## config.mk

```make
export PLATFORM = sky130hd
export DESIGN_NAME = video_input_capture
export DESIGN_NICKNAME = d
export VERILOG_FILES = /design/src/shared/vin_pkg.sv /design/src/rtl/video_input_capture.sv
export SDC_FILE = /design/constraint.sdc
export NUM_CORES = 1
export LEC_CHECK = 0
export BUFFER_PORTS_ARGS = -buffer_cell sky130_fd_sc_hd__buf_2
export CORE_MARGIN = 5
export CORE_UTILIZATION = 45
export DETAILED_ROUTE_END_ITERATION = 6
export GPL_ROUTABILITY_DRIVEN = 0
export PLACE_DENSITY_LB_ADDON = 0.15
export SYNTH_ARGS = -nofsm -noshare
export SYNTH_HDL_FRONTEND = slang
export SYNTH_SLANG_ARGS = --single-unit
export TNS_END_PERCENT = 20
```

## constraint.sdc

```tcl
create_clock -name CLK -period 21.4 [get_ports CLK]
set_input_delay 1.07 -clock CLK [delete_from_list [all_inputs] [get_ports CLK]]
set_output_delay 1.07 -clock CLK [all_outputs]
set_load 0.01 [all_outputs]
```

## src/shared/vin_pkg.sv

```systemverilog
`default_nettype none
package vin_pkg;
   // =====================================================
   // register offsets
   localparam logic [7:0] OFS_EVEN = 8'hD0;
   localparam logic [7:0] OFS_ODD = 8'hD4;
   localparam logic [7:0] OFS_WM0 = 8'hD8;
   localparam logic [7:0] OFS_WM1 = 8'hDC;
   // =====================================================
   // field positions
   localparam int BASE_MSB = 20;
   localparam int MAXV_LSB = 24;
   localparam int PITCH_LSB = 27;
   localparam int QRES_LSB = 30;
   localparam int ORDER_LSB = 24;
   localparam int HPOL_BIT = 26;
   localparam int VPOL_BIT = 27;
   localparam int APOL_BIT = 28;
   localparam int EVONLY_BIT = 29;
   localparam int MODE_LSB = 30;
   localparam int WM_LSB = 3;
   localparam int WM_MSB = 23;
   localparam logic [31:0] CTRL_RESET = 32'h0000_0000;
   // =====================================================
   // capture modes
   localparam logic [1:0] MODE_OFF = 2'h0;
   localparam logic [1:0] MODE_NOVBI = 2'h1;
   localparam logic [1:0] MODE_VBI_LO = 2'h2;
   localparam logic [1:0] MODE_VBI_HI = 2'h3;
   // polarity-corrected link pins
   typedef struct packed {
      logic hsync;
      logic vsync;
      logic active;
      logic vblank;
   } video_ctl_t;
   // one memory word write
   typedef struct packed {
      logic valid;
      logic [23:0] addr;
      logic [31:0] data;
   } mem_wr_t;
endpackage
`default_nettype wire

```

## src/rtl/video_input_capture.sv

```systemverilog
// Function
// - byte-serial 4:2:2 or other byte streams are written to memory
// - even and odd fields have own bases, one shared pitch
// - end-of-field event raised, separately enabled, routed host or processor
// - vsync edge with hsync active is odd field, else even
// - bytes clipped to pitch per line and max lines per field
// - lines with vblank asserted advance address by twice pitch
// - with blanking capture on, active bytes of every line are sampled
// - field starts at vsync inactive; line address advances every line
// - field base in bits 20:0 as byte address divided by eight
// - even register bits 26:24 choose max lines per field
// - even register bits 29:27 choose line pitch in bytes
// - even register bits 31:30 reserve queue entries while enabled
// - odd register bits 25:24 permute four bytes into one word
// - odd register bits 26..28 set hsync, vsync, active polarity high
// - odd register bit 29 keeps even fields only
// - odd register bits 31:30 select off, capture, capture with blanking
// - memory writes matching either match address raise their event
`timescale 1ns/1ps
`default_nettype none
module video_input_capture
(
   input wire logic CLK,
   input wire logic RESET_N,
   input wire logic REG_WR,
   input wire logic [7:0] REG_ADDR,
   input wire logic [31:0] REG_WDATA,
   output logic [31:0] REG_RDATA,
   input wire logic SAMPLE_CLK,
   input wire logic [7:0] VIDEO_DATA,
   input wire logic HSYNC,
   input wire logic VSYNC,
   input wire logic ACTIVE,
   input wire logic VBLANK,
   input wire logic LMEM_WR,
   input wire logic [23:0] LMEM_ADDR,
   input wire logic FIELD_INT_EN,
   input wire logic FIELD_INT_TO_RISC,
   input wire logic [1:0] MATCH_INT_EN,
   output logic MEM_WR,
   output logic [23:0] MEM_ADDR,
   output logic [31:0] MEM_DATA,
   output logic [2:0] STORE_QUEUE_RESERVE,
   output logic FIELD_IS_ODD,
   output logic FIELD_DONE_HOST,
   output logic FIELD_DONE_RISC,
   output logic WRITE_MATCH_EVENT_0,
   output logic WRITE_MATCH_EVENT_1
);
   // =====================================================
   // reset release
   logic rst_s1_q, rst_n;
   always_ff @(posedge CLK or negedge RESET_N)
   begin
      if (!RESET_N) {rst_n, rst_s1_q} <= 2'b00;
      else {rst_n, rst_s1_q} <= {rst_s1_q, 1'b1};
   end

   // =====================================================
   // registers
   logic [31:0] even_q, odd_q, wm0_q, wm1_q;
   always_ff @(posedge CLK or negedge rst_n)
   begin
      if (!rst_n)
      begin
         even_q <= vin_pkg::CTRL_RESET;
         odd_q <= vin_pkg::CTRL_RESET; // mode off
         wm0_q <= vin_pkg::CTRL_RESET;
         wm1_q <= vin_pkg::CTRL_RESET;
      end
      else if (REG_WR)
      begin
         if (REG_ADDR == vin_pkg::OFS_EVEN) even_q <= REG_WDATA;
         if (REG_ADDR == vin_pkg::OFS_ODD) odd_q <= REG_WDATA;
         if (REG_ADDR == vin_pkg::OFS_WM0) wm0_q <= REG_WDATA;
         if (REG_ADDR == vin_pkg::OFS_WM1) wm1_q <= REG_WDATA;
      end
   end

   // read mux
   wire [31:0] rd_d = (REG_ADDR == vin_pkg::OFS_EVEN) ? even_q :
                      (REG_ADDR == vin_pkg::OFS_ODD) ? odd_q :
                      (REG_ADDR == vin_pkg::OFS_WM0) ? wm0_q :
                      (REG_ADDR == vin_pkg::OFS_WM1) ? wm1_q : 32'h0000_0000;

   // =====================================================
   // field decode
   wire [20:0] even_base = even_q[vin_pkg::BASE_MSB:0];
   wire [20:0] odd_base = odd_q[vin_pkg::BASE_MSB:0];
   wire [2:0] maxv_code = even_q[vin_pkg::MAXV_LSB +: 3];
   wire [2:0] pitch_code = even_q[vin_pkg::PITCH_LSB +: 3];
   wire [1:0] qres_code = even_q[vin_pkg::QRES_LSB +: 2];
   wire [1:0] order = odd_q[vin_pkg::ORDER_LSB +: 2];
   wire hpol = odd_q[vin_pkg::HPOL_BIT];
   wire vpol = odd_q[vin_pkg::VPOL_BIT];
   wire apol = odd_q[vin_pkg::APOL_BIT];
   wire even_only = odd_q[vin_pkg::EVONLY_BIT];
   wire [1:0] mode = odd_q[vin_pkg::MODE_LSB +: 2];
   wire enabled = (mode != vin_pkg::MODE_OFF);
   wire vbi_on = mode[1];

   // max lines table
   logic [9:0] max_lines;
   always_comb
   begin
      case (maxv_code)
         3'h0: max_lines = 10'd240;
         3'h1: max_lines = 10'd263;
         3'h2: max_lines = 10'd287;
         3'h3: max_lines = 10'd313;
         3'h4: max_lines = 10'd540;
         3'h5: max_lines = 10'd590;
         3'h6: max_lines = 10'd720;
         default: max_lines = 10'd788;
      endcase
   end

   // pitch table
   logic [12:0] pitch;
   always_comb
   begin
      case (pitch_code)
         3'h0: pitch = 13'd1280;
         3'h1: pitch = 13'd1536;
         3'h2: pitch = 13'd1600;
         3'h3: pitch = 13'd2048;
         3'h4: pitch = 13'd2560;
         3'h5: pitch = 13'd3072;
         3'h6: pitch = 13'd3200;
         default: pitch = 13'd4096;
      endcase
   end

   // queue reservation, only while enabled
   logic [2:0] qres;
   always_comb
   begin
      case (qres_code)
         2'h0: qres = 3'd1;
         2'h1: qres = 3'd2;
         2'h2: qres = 3'd4;
         default: qres = 3'd6;
      endcase
   end

   // =====================================================
   // link pin synchronisers
   logic [12:0] s1_q, s2_q;
   always_ff @(posedge CLK or negedge rst_n)
   begin
      if (!rst_n)
      begin
         s1_q <= 13'h0000;
         s2_q <= 13'h0000;
      end
      else
      begin
         s1_q <= {SAMPLE_CLK, VBLANK, ACTIVE, VSYNC, HSYNC, VIDEO_DATA};
         s2_q <= s1_q;
      end
   end

   // polarity correction
   vin_pkg::video_ctl_t ctl;
   assign ctl = {s2_q[8] ~^ hpol,
                 s2_q[9] ~^ vpol,
                 s2_q[10] ~^ apol,
                 s2_q[11] ~^ mode[0]};
   wire [7:0] pix = s2_q[7:0];

   logic sclk_q;
   vin_pkg::video_ctl_t prev_q;
   always_ff @(posedge CLK or negedge rst_n)
   begin
      if (!rst_n)
      begin
         sclk_q <= 1'b0;
         prev_q <= '0;
      end
      else
      begin
         sclk_q <= s2_q[12];
         if (s2_q[12] && !sclk_q) prev_q <= ctl;
      end
   end

   // sample-clock rising edge enable
   wire tick = s2_q[12] && !sclk_q;
   wire vs_rise = tick && ctl.vsync && !prev_q.vsync;
   wire vs_fall = tick && !ctl.vsync && prev_q.vsync;
   wire hs_end = tick && !ctl.hsync && prev_q.hsync;

   // =====================================================
   // capture state
   logic in_field_q, odd_q2, store_q, line_vbi_q;
   logic [9:0] line_q;
   logic [23:0] line_addr_q;
   logic [12:0] byte_q;
   logic [23:0] word_q;
   logic [1:0] lane_q;
   logic [31:0] acc_q;
   vin_pkg::mem_wr_t wr_q;
   logic fdone_q;

   // field write decisions
   wire field_store = enabled && !(even_only && odd_q2);
   wire take = tick && in_field_q && store_q && ctl.active &&
               (!ctl.vblank || vbi_on);
   wire in_clip = (line_q < max_lines) && (byte_q < pitch);
   wire [13:0] step = line_vbi_q ? {pitch, 1'b0} : {1'b0, pitch};
   wire [23:0] base_b = {odd_q2 ? odd_base : even_base, 3'b000};

   // byte order packing
   logic [31:0] acc_d;
   always_comb
   begin
      acc_d = acc_q;
      case ({order, lane_q})
         4'h0: acc_d[31:24] = pix;
         4'h1: acc_d[7:0] = pix;
         4'h2: acc_d[15:8] = pix;
         4'h3: acc_d[23:16] = pix;
         4'h4: acc_d[15:8] = pix;
         4'h5: acc_d[7:0] = pix;
         4'h6: acc_d[31:24] = pix;
         4'h7: acc_d[23:16] = pix;
         4'h8: acc_d[7:0] = pix;
         4'h9: acc_d[15:8] = pix;
         4'hA: acc_d[23:16] = pix;
         4'hB: acc_d[31:24] = pix;
         4'hC: acc_d[7:0] = pix;
         4'hD: acc_d[31:24] = pix;
         4'hE: acc_d[23:16] = pix;
         default: acc_d[15:8] = pix;
      endcase
   end

   // line/byte counters and word writes
   always_ff @(posedge CLK or negedge rst_n)
   begin
      if (!rst_n)
      begin
         in_field_q <= 1'b0;
         odd_q2 <= 1'b0;
         store_q <= 1'b0;
         line_vbi_q <= 1'b0;
         line_q <= 10'd0;
         line_addr_q <= 24'h000000;
         byte_q <= 13'd0;
         word_q <= 24'h000000;
         lane_q <= 2'd0;
         acc_q <= 32'h0000_0000;
         wr_q <= '0;
         fdone_q <= 1'b0;
      end
      else
      begin
         wr_q.valid <= 1'b0;
         fdone_q <= 1'b0;
         if (vs_rise)
         begin
            odd_q2 <= ctl.hsync;
            fdone_q <= in_field_q && store_q;
            in_field_q <= 1'b0;
         end
         else if (vs_fall)
         begin
            in_field_q <= 1'b1;
            store_q <= field_store;
            line_q <= 10'd0;
            line_addr_q <= base_b;
            byte_q <= 13'd0;
            lane_q <= 2'd0;
            line_vbi_q <= ctl.vblank;
         end
         else if (hs_end && in_field_q)
         begin
            line_q <= line_q + 10'd1;
            line_addr_q <= line_addr_q + {10'h000, step};
            byte_q <= 13'd0;
            lane_q <= 2'd0;
            line_vbi_q <= ctl.vblank;
         end
         else if (take)
         begin
            byte_q <= byte_q + 13'd1;
            lane_q <= lane_q + 2'd1;
            acc_q <= acc_d;
            if (lane_q == 2'd0) word_q <= line_addr_q + {11'h000, byte_q};
            if (lane_q == 2'd3 && in_clip)
            begin
               wr_q.valid <= 1'b1;
               wr_q.addr <= word_q;
               wr_q.data <= acc_d;
            end
         end
      end
   end

   // =====================================================
   // outputs and write-match events
   wire m0 = LMEM_WR && MATCH_INT_EN[0] &&
             (LMEM_ADDR[23:3] == wm0_q[vin_pkg::WM_MSB:vin_pkg::WM_LSB]);
   wire m1 = LMEM_WR && MATCH_INT_EN[1] &&
             (LMEM_ADDR[23:3] == wm1_q[vin_pkg::WM_MSB:vin_pkg::WM_LSB]);
   always_ff @(posedge CLK or negedge rst_n)
   begin
      if (!rst_n)
      begin
         REG_RDATA <= 32'h0000_0000;
         MEM_WR <= 1'b0;
         MEM_ADDR <= 24'h000000;
         MEM_DATA <= 32'h0000_0000;
         STORE_QUEUE_RESERVE <= 3'd0;
         FIELD_IS_ODD <= 1'b0;
         FIELD_DONE_HOST <= 1'b0;
         FIELD_DONE_RISC <= 1'b0;
         WRITE_MATCH_EVENT_0 <= 1'b0;
         WRITE_MATCH_EVENT_1 <= 1'b0;
      end
      else
      begin
         REG_RDATA <= rd_d;
         MEM_WR <= wr_q.valid;
         MEM_ADDR <= wr_q.addr;
         MEM_DATA <= wr_q.data;
         STORE_QUEUE_RESERVE <= enabled ? qres : 3'd0;
         FIELD_IS_ODD <= odd_q2;
         FIELD_DONE_HOST <= fdone_q && FIELD_INT_EN && !FIELD_INT_TO_RISC;
         FIELD_DONE_RISC <= fdone_q && FIELD_INT_EN && FIELD_INT_TO_RISC;
         WRITE_MATCH_EVENT_0 <= m0;
         WRITE_MATCH_EVENT_1 <= m1;
      end
   end

   // =====================================================
   // checks
   clip_lines_a: assert property (@(posedge CLK) disable iff (!rst_n)
      wr_q.valid |-> $past(line_q) < max_lines) else $error("line clip");
   match_event_a: assert property (@(posedge CLK) disable iff (!rst_n)
      m0 |=> WRITE_MATCH_EVENT_0) else $error("match 0 lost");
   match_one_a: assert property (@(posedge CLK) disable iff (!rst_n)
      m1 |=> WRITE_MATCH_EVENT_1) else $error("match 1 lost");
   off_reserve_a: assert property (@(posedge CLK) disable iff (!rst_n)
      !enabled |=> STORE_QUEUE_RESERVE == 3'd0) else $error("queue held");
   field_parity_a: assert property (@(posedge CLK) disable iff (!rst_n)
      vs_rise |=> odd_q2 == $past(ctl.hsync)) else $error("parity");
   field_start_a: assert property (@(posedge CLK) disable iff (!rst_n)
      vs_fall |=> in_field_q && line_q == 10'd0) else $error("start");
   done_route_a: assert property (@(posedge CLK) disable iff (!rst_n)
      fdone_q && FIELD_INT_EN |=> FIELD_DONE_HOST || FIELD_DONE_RISC)
      else $error("field done");
   even_only_a: assert property (@(posedge CLK) disable iff (!rst_n)
      vs_fall && even_only && odd_q2 |=> !store_q) else $error("odd kept");
   mem_pipe_a: assert property (@(posedge CLK) disable iff (!rst_n)
      wr_q.valid |=> MEM_WR ##1 !MEM_WR) else $error("write pulse");
endmodule
`default_nettype wire

```

==> impl_results.md, run 1 <==
* Status: completed
* Final wirelength at 41.2 mm
* WL/cell at 18.8 µm
* Synth area leaders: dfrtp_1 58%, mux2_2 9.9%, mux4_2 3.9%, nand2_1 3.9%, mux2i_1 2.9%
* Reg2Reg Launch Point: even_q[25]
* Total GRT Usage at 18.5%
* Final std cells w/o fill at 2,188
* Post-CTS Resized at 0
* Share of the synthesized area in the top cell type at 57.5%
* Tightest Pin Transition at 1080 ps
* # Max-Cap Violations at 0
* Post-DRT Antenna Nets at 0
* Critical path class: flop to flop
* Vias in the first global route at 11,900
* Peak VDD IR at 0.0684 mV
* Final nets at 1,754
* Crit. Startpoint: even_q[25]
* DRT iter0 DRCs at 530
* First-pass DRT Iterations at 5
* Core area at 39,900 µm²
* Global-route wire length before repair at 66.5 mm
* Synth Cell Area at 18,300 µm²
* Area Overhead vs Synth at 16.0%
* Die width at 212 µm
* Clock slew at reported path FFs at 60 ps
* DRC Markers at 0
* Cell count after synthesis at 1,453
* Critical R2R Capture: wr_q[42]
* Root buf cell: clkbuf_16
* Initial antenna violation count at 6
* Final-report max-slew violation count at 0
* Top FF cell, synth: dfrtp_1
* Post-DP HPWL at 28.0 mm
* Total congestion overflow at 0
* Share of cells above drive strength 1 at 28.9%
* Clk_lat worst skew at 590 ps
* Req. time, crit path at 21,910 ps
* Die height at 212 µm
* CTS Buf Count at 46
* H-tree Lvls at 2
* Setup Viol. Count Final at 0
* Flop2flop setup slack at 17,990 ps
* Worst Setup End Kind: flop
* Pleak at 0.0107 µW
* Clock Skew at 25.9 ps
* Final Hold Viols at 0
* Met2 GRT Util at 29.1%
* Worst-path fanout max at 25
* Sink Count at 420
* Number of synthesized register bits at 420
* Max transition margin at 27.8%
* Distinct cells, synth at 70
* Met3 global-route usage at 4.31%
* Post-CTS Setup Inserts at 0
* TritonCTS clock tree: done
* Pwr dens at 86.9 nW/µm²
* Vias at 11,600
* Syn nets at 1,578
* Num rows at 73
* Commonest cells after routing, fill and taps aside: 419 x dfrtp_1, 189 x nand2_1, 178 x buf_2
* Busiest metal layer after global routing: met2
* Yosys warns at 0
* Min Hold Slack at 266 ps
* Die area at 44,700 µm²
* Post-synthesis sequential area ratio at 57.5%
* Crit path to: wr_q[42]
* Post-synth EDFFs at 0
* Setup TNS at 0 ps
* Reg2reg path depth at 9
* Tcrit/Tclk final at 15.9%
* Largest net degree at the start of global routing at 89
* DR vias/cell at 5.29
* Post-synth top area cell: dfrtp_1
* Fmax at 294 MHz
* Worst Hold Class: primary input to async pin
* CTS Hold Bufs at 0
* CP startpoint kind: flop
* Clk buf depth at 3
* Io pins at 182
* Met1 GRT Util at 26.6%
* Avg Inst Size Synth at 12.6 µm²
* Commonest non-fill, non-tap cell in the layout: dfrtp_1
* Cell total after placement at 2,106
* Crit path DAT at 3910 ps
* Final Critical Period at 3410 ps
* I/O Buffers at 178
* RSZ-0062 raised after global routing: false
* Starting Density at 45.8%
* Async set-or-reset flop fraction in the synthesized netlist at 100%
cells in the mapped netlist, types with 17 or more instances:
| cell type | instances |
|---|---|
| a21oi_1 | 33 |
| and2_1 | 35 |
| clkbuf_1 | 33 |
| dfrtp_1 | 420 |
| ha_1 | 39 |
| inv_1 | 17 |
| mux2_2 | 160 |
| mux2i_1 | 53 |
| mux4_2 | 32 |
| nand2_1 | 189 |
| nand3_1 | 20 |
| nor2_1 | 54 |
| o21ai_0 | 66 |
| o21ai_1 | 24 |
| xnor2_1 | 36 |
| xor2_1 | 50 |
flip-flops by register name, summed over array words and instances, names as in the netlist, 13 cells and up:
signal and count:
MEM_ADDR 24, REG_RDATA 32, MEM_DATA 32, acc_q 32, even_q 32, wm0_q 32
line_addr_q 21, word_q 24, s2_q 13, s1_q 13, odd_q 32, wr_q 57
wm1_q 32, byte_q 13
stage by stage:
stage | setup slack [ps] | cell area, µm² | power [µW] | util [%]
2_1_floorplan | 8830 | 18300 | 1010 | -
3_3_place_gp | 17930 | 19700 | 1060 | 49.3
3_5_place_dp | 17850 | 19700 | 1060 | 49.3
4_1_cts | 17960 | 21200 | 1870 | 53.1
5_1_grt | 17720 | 21200 | 1930 | 53.1
6_report | 17990 | 21200 | 1840 | 53.1
metal layers:
| metal | up-vias | wire [µm] |
|---|---|---|
| met5 | - | 35 |
| met4 | 8 | 782 |
| met3 | 61 | 2100 |
| met2 | 234 | 19100 |
| met1 | 5809 | 19200 |
| li1 | 5454 | - |
worst max-delay path, stage by stage, from the launching register on:
cell,delay [ps]
dfrtp_1,540
nor3b_1,230
nor2_1,80
ha_1,270
o2111ai_1,220
a21oi_1,60
o41ai_1,690
and4_1,950
nand2_1,170
nand2_1,100
worst min path at each step:
stage             start  endpoint  slack, ps  depth (start not counted)
2_1_floorplan  wr_q[56]    MEM_WR        330                          0
3_3_place_gp    s1_q[4]   s2_q[4]        330                          0
3_5_place_dp   s1_q[10]  s2_q[10]        330                          0
4_1_cts         RESET_N     rst_n        230                          1
5_1_grt         RESET_N     rst_n        230                          1
6_report        RESET_N     rst_n        270                          1
cell type report:
class / instances / area (µm²)
Clock buffer: 64 / 1320
Fill cell: 3494 / 18700
Clock inverter: 17 / 208
Timing Repair Buffer: 197 / 1030
Inverter: 17 / 63.8
Sequential cell: 420 / 10500
Tap cell: 525 / 657
Multi-Input combinational cell: 947 / 7410
Antenna cell: 1 / 2.50
power by group:
group          leakage [µW]  switching (µW)  total (µW)  internal (µW)
logic               0.00424             106         189           82.9
registers           0.00574            36.5         861            825
clock network      0.000760             324         793            469
total                0.0107             466        1840           1380
kinds of logic (layout without fill, tap and decap cells):
group	Yosys count	in the layout	share of synthesized area (%)
AO/OA/AOI/OAI	185	185	6.27
flip-flops	420	420	57.5
XOR/XNOR	87	87	4.21
other	1	2	0.0205
buffers and inverters	86	295	2.06
adder cells (fa/ha/maj)	40	40	2.78
AND/OR/NAND/NOR	381	381	9.95
multiplexers	253	253	17.2
No activity file was read; power rests on OpenSTA's default activity.
==> run 2, diff against run 1 <==
Clock period 21.4 ns to 3.2 ns, I/O delays scaled along.
==> impl_results.md, run 2 (synthesized netlist as in run 1, its figures left out) <==
* Fmax at 349 MHz
* Clk_lat worst skew at 580 ps
* Worst-path fanout max at 11
* Die height at 212 µm
* Min Hold Slack at 108 ps
* CP Cell Sequence: xnor2_1, nor3b_1, ha_1, a211oi_1, o211ai_1, a31oi_1, buf_4, nor2b_1, a311oi_1, a221oi_1
* Final-report max-slew violation count at 0
* Starting Density at 45.8%
* Total congestion overflow at 0
* WL/cell at 18.4 µm
* CTS Buf Count at 45
* First-pass DRT Iterations at 4
* Final Critical Period at 2860 ps
* Finished layout cell area at 22,000 µm²
* TritonCTS clock tree: done
* Area Overhead vs Synth at 20.6%
* Die area at 44,700 µm²
* Logic pwr share at 10.7%
* Post-CTS Setup Inserts at 0
* Commonest cells after routing, fill and taps aside: 419 x dfrtp_1, 189 x nand2_1, 178 x buf_2
* Switch share at 24.9%
* Max reg flops at 57
* Crit path DAT at 3290 ps
* DRT iter0 DRCs at 516
* Sequential share of power at 46.0%
* Final nets at 1,825
* Sw power at 3120 µW
* CP startpoint kind: flop
* Setup Viol. Count Final at 0
* Tcrit/Tclk final at 89.5%
* Pleak at 0.0111 µW
* Post-DRT Antenna Nets at 0
* Initial antenna violation count at 0
* Max incr delay on CP at 500 ps
* Die width at 212 µm
* Io pins at 182
* Post-DP HPWL at 28.1 mm
* Req. time, crit path at 3630 ps
* Core area at 39,900 µm²
* Share of cells above drive strength 1 at 28.8%
* DP Area at 19,900 µm²
* Pwr dens at 569 nW/µm²
* # Max-Cap Violations at 0
* Filler instances at 3,381
* Clock slew at reported path FFs at 60 ps
* Max transition margin at 46.4%
* Setup TNS at 0 ps
* Global-route wire length before repair at 67.8 mm
* Clock network fraction of total power at 43.4%
* Peak VDD IR at 0.477 mV
* Largest net degree at the start of global routing at 89
* Num rows at 73
* DR vias/cell at 5.19
* Antenna cells at 0
* I/O Buffers at 178
* Worst Setup End Kind: flop
* H-tree Lvls at 2
* Sink Count at 420
* Clock Skew at 20.3 ps
* Most flops, register: wr_q
* Commonest non-fill, non-tap cell in the layout: dfrtp_1
* DRC Markers at 0
* Max stage delay cell, worst path: dfrtp_1
* Flop2flop setup slack at 340 ps
* Tightest Pin Transition at 805 ps
* Status: completed
* Vias at 11,700
* Total GRT Usage at 18.8%
* Post-CTS Resized at 0
* Root buf cell: clkbuf_16
* Worst Hold Class: primary input to flop
* Final Hold Viols at 0
* Clk buf depth at 3
* Final wirelength at 41.6 mm
* Critical path class: flop to flop
* RSZ-0062 raised after global routing: false
* Vias in the first global route at 12,200
* P_int at 9410 µW
==> run 2: worst paths after layout <==
| check | cells after the start | from | end |
|---|---|---|---|
| min in group asynchronous | 0 | rst_n | MEM_WR |
| hold reg to reg | 0 | s1_q[2] | s2_q[2] |
| max in group asynchronous | 1 | rst_n | STORE_QUEUE_RESERVE[2] |
| setup reg to reg | 10 | even_q[29] | line_addr_q[21] |
| hold / removal | 4 | REG_WR | even_q[26] |
| setup / recovery | 10 | even_q[29] | line_addr_q[21] |
==> run 2: layout make-up <==
type                            instances  area [µm²]  area share (%)
Multi-Input combinational cell        947        7410            33.6
Timing Repair Buffer                  269        1830            8.29
Tap cell                              525         657            2.98
Clock inverter                         20         259            1.18
Sequential cell                       420       10500            47.7
Inverter                               17        63.8           0.290
Clock buffer                           62        1310            5.95
==> run 2: metrics by stage <==
stage | utilization, % | instances | setup WS (ps) | power [µW]
finish | 55.2 | 2260 | 336 | 12500
global route | 55.2 | 2260 | 47.5 | 13100
CTS | 55.2 | 2260 | 338 | 12700
detailed placement | 49.9 | 2122 | 348 | 7150
global placement | 49.9 | 2122 | 417 | 7120
floorplan | - | 1453 | -919 | 6720
==> run 2: layer usage <==
layer / vias up / part of all wire (%) / wire length (µm) / track usage (%)
met5: - / 0 / 0 / 0
met4: 0 / 2.1 / 862 / 4.49
met3: 58 / 5.3 / 2220 / 4.18
met2: 239 / 46 / 19200 / 29.9
met1: 5842 / 46 / 19300 / 26.7
li1: 5597 / - / - / -
==> run 2: power groups by stage <==
| stage | logic, µW | registers, µW | clock network [µW] |
|---|---|---|---|
| floorplan | 905 | 5810 | 0 |
| global placement | 1270 | 5850 | 0 |
| detailed placement | 1290 | 5850 | 0 |
| CTS | 1350 | 5760 | 5580 |
| global route | 1510 | 5790 | 5790 |
| finish | 1340 | 5760 | 5440 |
==> run 2: worst max-delay path, delay by kind of cell, from the launching register on <==
kind	cells	cell delay, ps
buffers and inverters	1	160
adders and majority gates	1	330
and+or+nand+nor	2	440
DFF	1	500
AOI/OAI and AO/OA	5	1100
xor gates and xnor gates	1	180
==> run 2: what timing repair did <==
item / 4_1_cts / 5_1_grt
endpoints found under the setup margin: 0 / 0
hold endpoints to repair: 147 / 0
hold buffers: 56 / 0
==> run 3, diff against run 2 <==
Settings changed: CELL_PAD_IN_SITES_DETAIL_PLACEMENT set to 1, CELL_PAD_IN_SITES_GLOBAL_PLACEMENT set to 2, CORE_UTILIZATION 45 to 41, PLACE_DENSITY_LB_ADDON 0.15 to 0.05.
==> impl_results.md, run 3 (synthesized netlist as in run 1, its figures left out) <==
* Switch share at 25.6%
* I/O Buffers at 178
* DR vias/cell at 5.13
* Starting Density at 41.4%
* Cell total after placement at 2,193
* TritonCTS clock tree: done
* Vias at 11,900
* Max transition margin at 56.0%
* Post-DRT Antenna Nets at 0
* Initial antenna violation count at 1
* Worst-path fanout max at 8
* Clock slew at reported path FFs at 60 ps
* Area Overhead vs Synth at 20.5%
* Req. time, crit path at 3660 ps
* H-tree Lvls at 2
* Flop2flop setup slack at 350 ps
* CP startpoint kind: flop
* Root buf cell: clkbuf_16
* Setup Viol. Count Final at 0
* Vias in the first global route at 13,000
* Sink Count at 420
* # Max-Cap Violations at 0
* Hold_sp: REG_WR
* Total congestion overflow at 0
* Worst Hold Class: primary input to flop
* End of the worst hold path: even_q[26]
* Tightest Pin Transition at 658 ps
* Setup TNS at 0 ps
* Peak VDD IR at 0.428 mV
* Final nets at 1,831
* RSZ-0062 raised after global routing: false
* Tcrit/Tclk final at 89.1%
* Final wirelength at 45.9 mm
* DR top layer: met4
* Die width at 221 µm
* Clk_lat worst skew at 580 ps
* Io pins at 182
* Pwr dens at 551 nW/µm²
* WL/cell at 19.7 µm
* First-pass DRT Iterations at 5
* DRT iter0 DRCs at 470
* Total power at 12,100 µW
* Pleak at 0.0111 µW
* Commonest non-fill, non-tap cell in the layout: dfrtp_1
* CTS Buf Count at 47
* Critical path class: flop to flop
* Final-report max-slew violation count at 0
* Worst Setup End Kind: flop
* Share of cells above drive strength 1 at 28.4%
* DRC Markers at 0
* Status: completed
* Sequential share of power at 47.5%
* Reg2Reg Launch Point: even_q[29]
* Post-CTS Setup Inserts at 0
* Die height at 221 µm
* Clock network fraction of total power at 41.1%
* Sw power at 3110 µW
* Crit path DAT at 3310 ps
* Commonest cells after routing, fill and taps aside: 419 x dfrtp_1, 189 x nand2_1, 178 x buf_2
* Die area at 48,900 µm²
* Most flops, register: wr_q
* Met3 WL at 1.77 mm
* Clk buf depth at 3
* Largest net degree at the start of global routing at 99
* Critical R2R Capture: line_addr_q[17]
* Core area at 44,100 µm²
* Final Critical Period at 2850 ps
* Global-route wire length before repair at 75.1 mm
* Num rows at 77
* Reg2reg path depth at 13
* Fmax at 351 MHz
* Final Hold Viols at 0
* Max reg flops at 57
* Final std cells w/o fill at 2,327
* Logic pwr share at 11.3%
* Min Hold Slack at 139 ps
* Met2 Wirelength at 22.2 mm
* P_int at 9020 µW
* Clock Skew at 17.6 ps
* Total GRT Usage at 18.9%
* Post-DP HPWL at 31.5 mm
* Hold path depth at 4
* Wire length on met1 at 21.2 mm
-- run 3: changes by cell type in the layout (fill, tap and decap cells not counted), sizes merged --
cell      previous run  this run
diode                0         1
clkinvlp             3         0
buf                213       217
inv                 18        20
clkinv              11         9
bufinv               5         1
clkbuf              62        64
-- run 3: metrics by stage --
stage	utilization [%]	worst slack, ps	area [µm²]
6_report	49.9	348	22000
5_1_grt	49.9	86.8	22000
4_1_cts	49.9	332	22000
3_5_place_dp	45.5	331	20100
3_3_place_gp	45.5	367	20100
2_1_floorplan	-	-919	18300
-- run 3: critical path, cell delays in order (launching register included) --
cell	delay, ps
dfrtp_1	470
buf_4	190
nand2_1	80
o21ai_0	150
nor2_1	130
a21oi_1	60
ha_1	340
o21ai_0	150
o211ai_1	250
a31oi_1	120
buf_4	170
nor2b_1	210
o21ai_0	120
a211o_1	310
-- run 3: how the worst max path moves through the flow --
stage	start	end	slack (ps)	cells after the start
floorplan	rst_n	FIELD_DONE_HOST	-920	0
global placement	even_q[28]	line_addr_q[17]	370	12
detailed placement	even_q[28]	line_addr_q[17]	330	12
CTS	even_q[28]	line_addr_q[21]	330	11
global route	even_q[29]	line_addr_q[21]	90	10
finish	even_q[29]	line_addr_q[17]	350	13
-- run 3: final cells by class --
cell class	instances	area [µm²]
fill	4642	22100
sequential	420	10500
multi-input combinational	947	7410
timing repair buffer	273	1890
clock buffer	64	1290
tap	592	741
clock inverter	13	101
inverter	17	63.8
antenna	1	2.50
-- run 3: routing by layer --
layer	vias up	GRT usage (%)
met5	-	0
met4	0	4.18
met3	54	3.17
met2	199	31.5
met1	6086	26.4
li1	5594	-
-- run 3: power groups by stage --
stage               Combinational (µW)  Clock [µW]  Sequential [µW]
floorplan                          905           0             5810
global route                      1540        5410             5800
global placement                  1310           0             5850
finish                            1380        4990             5770
detailed placement                1340           0             5860
CTS                               1400        5150             5770
-- run 3: what timing repair did --
action | 4_1_cts | 5_1_grt
hold buffers | 56 | 0
gates resized for setup | 0 | 0
endpoints found under the setup margin | 0 | 0
hold endpoints to repair | 147 | 0
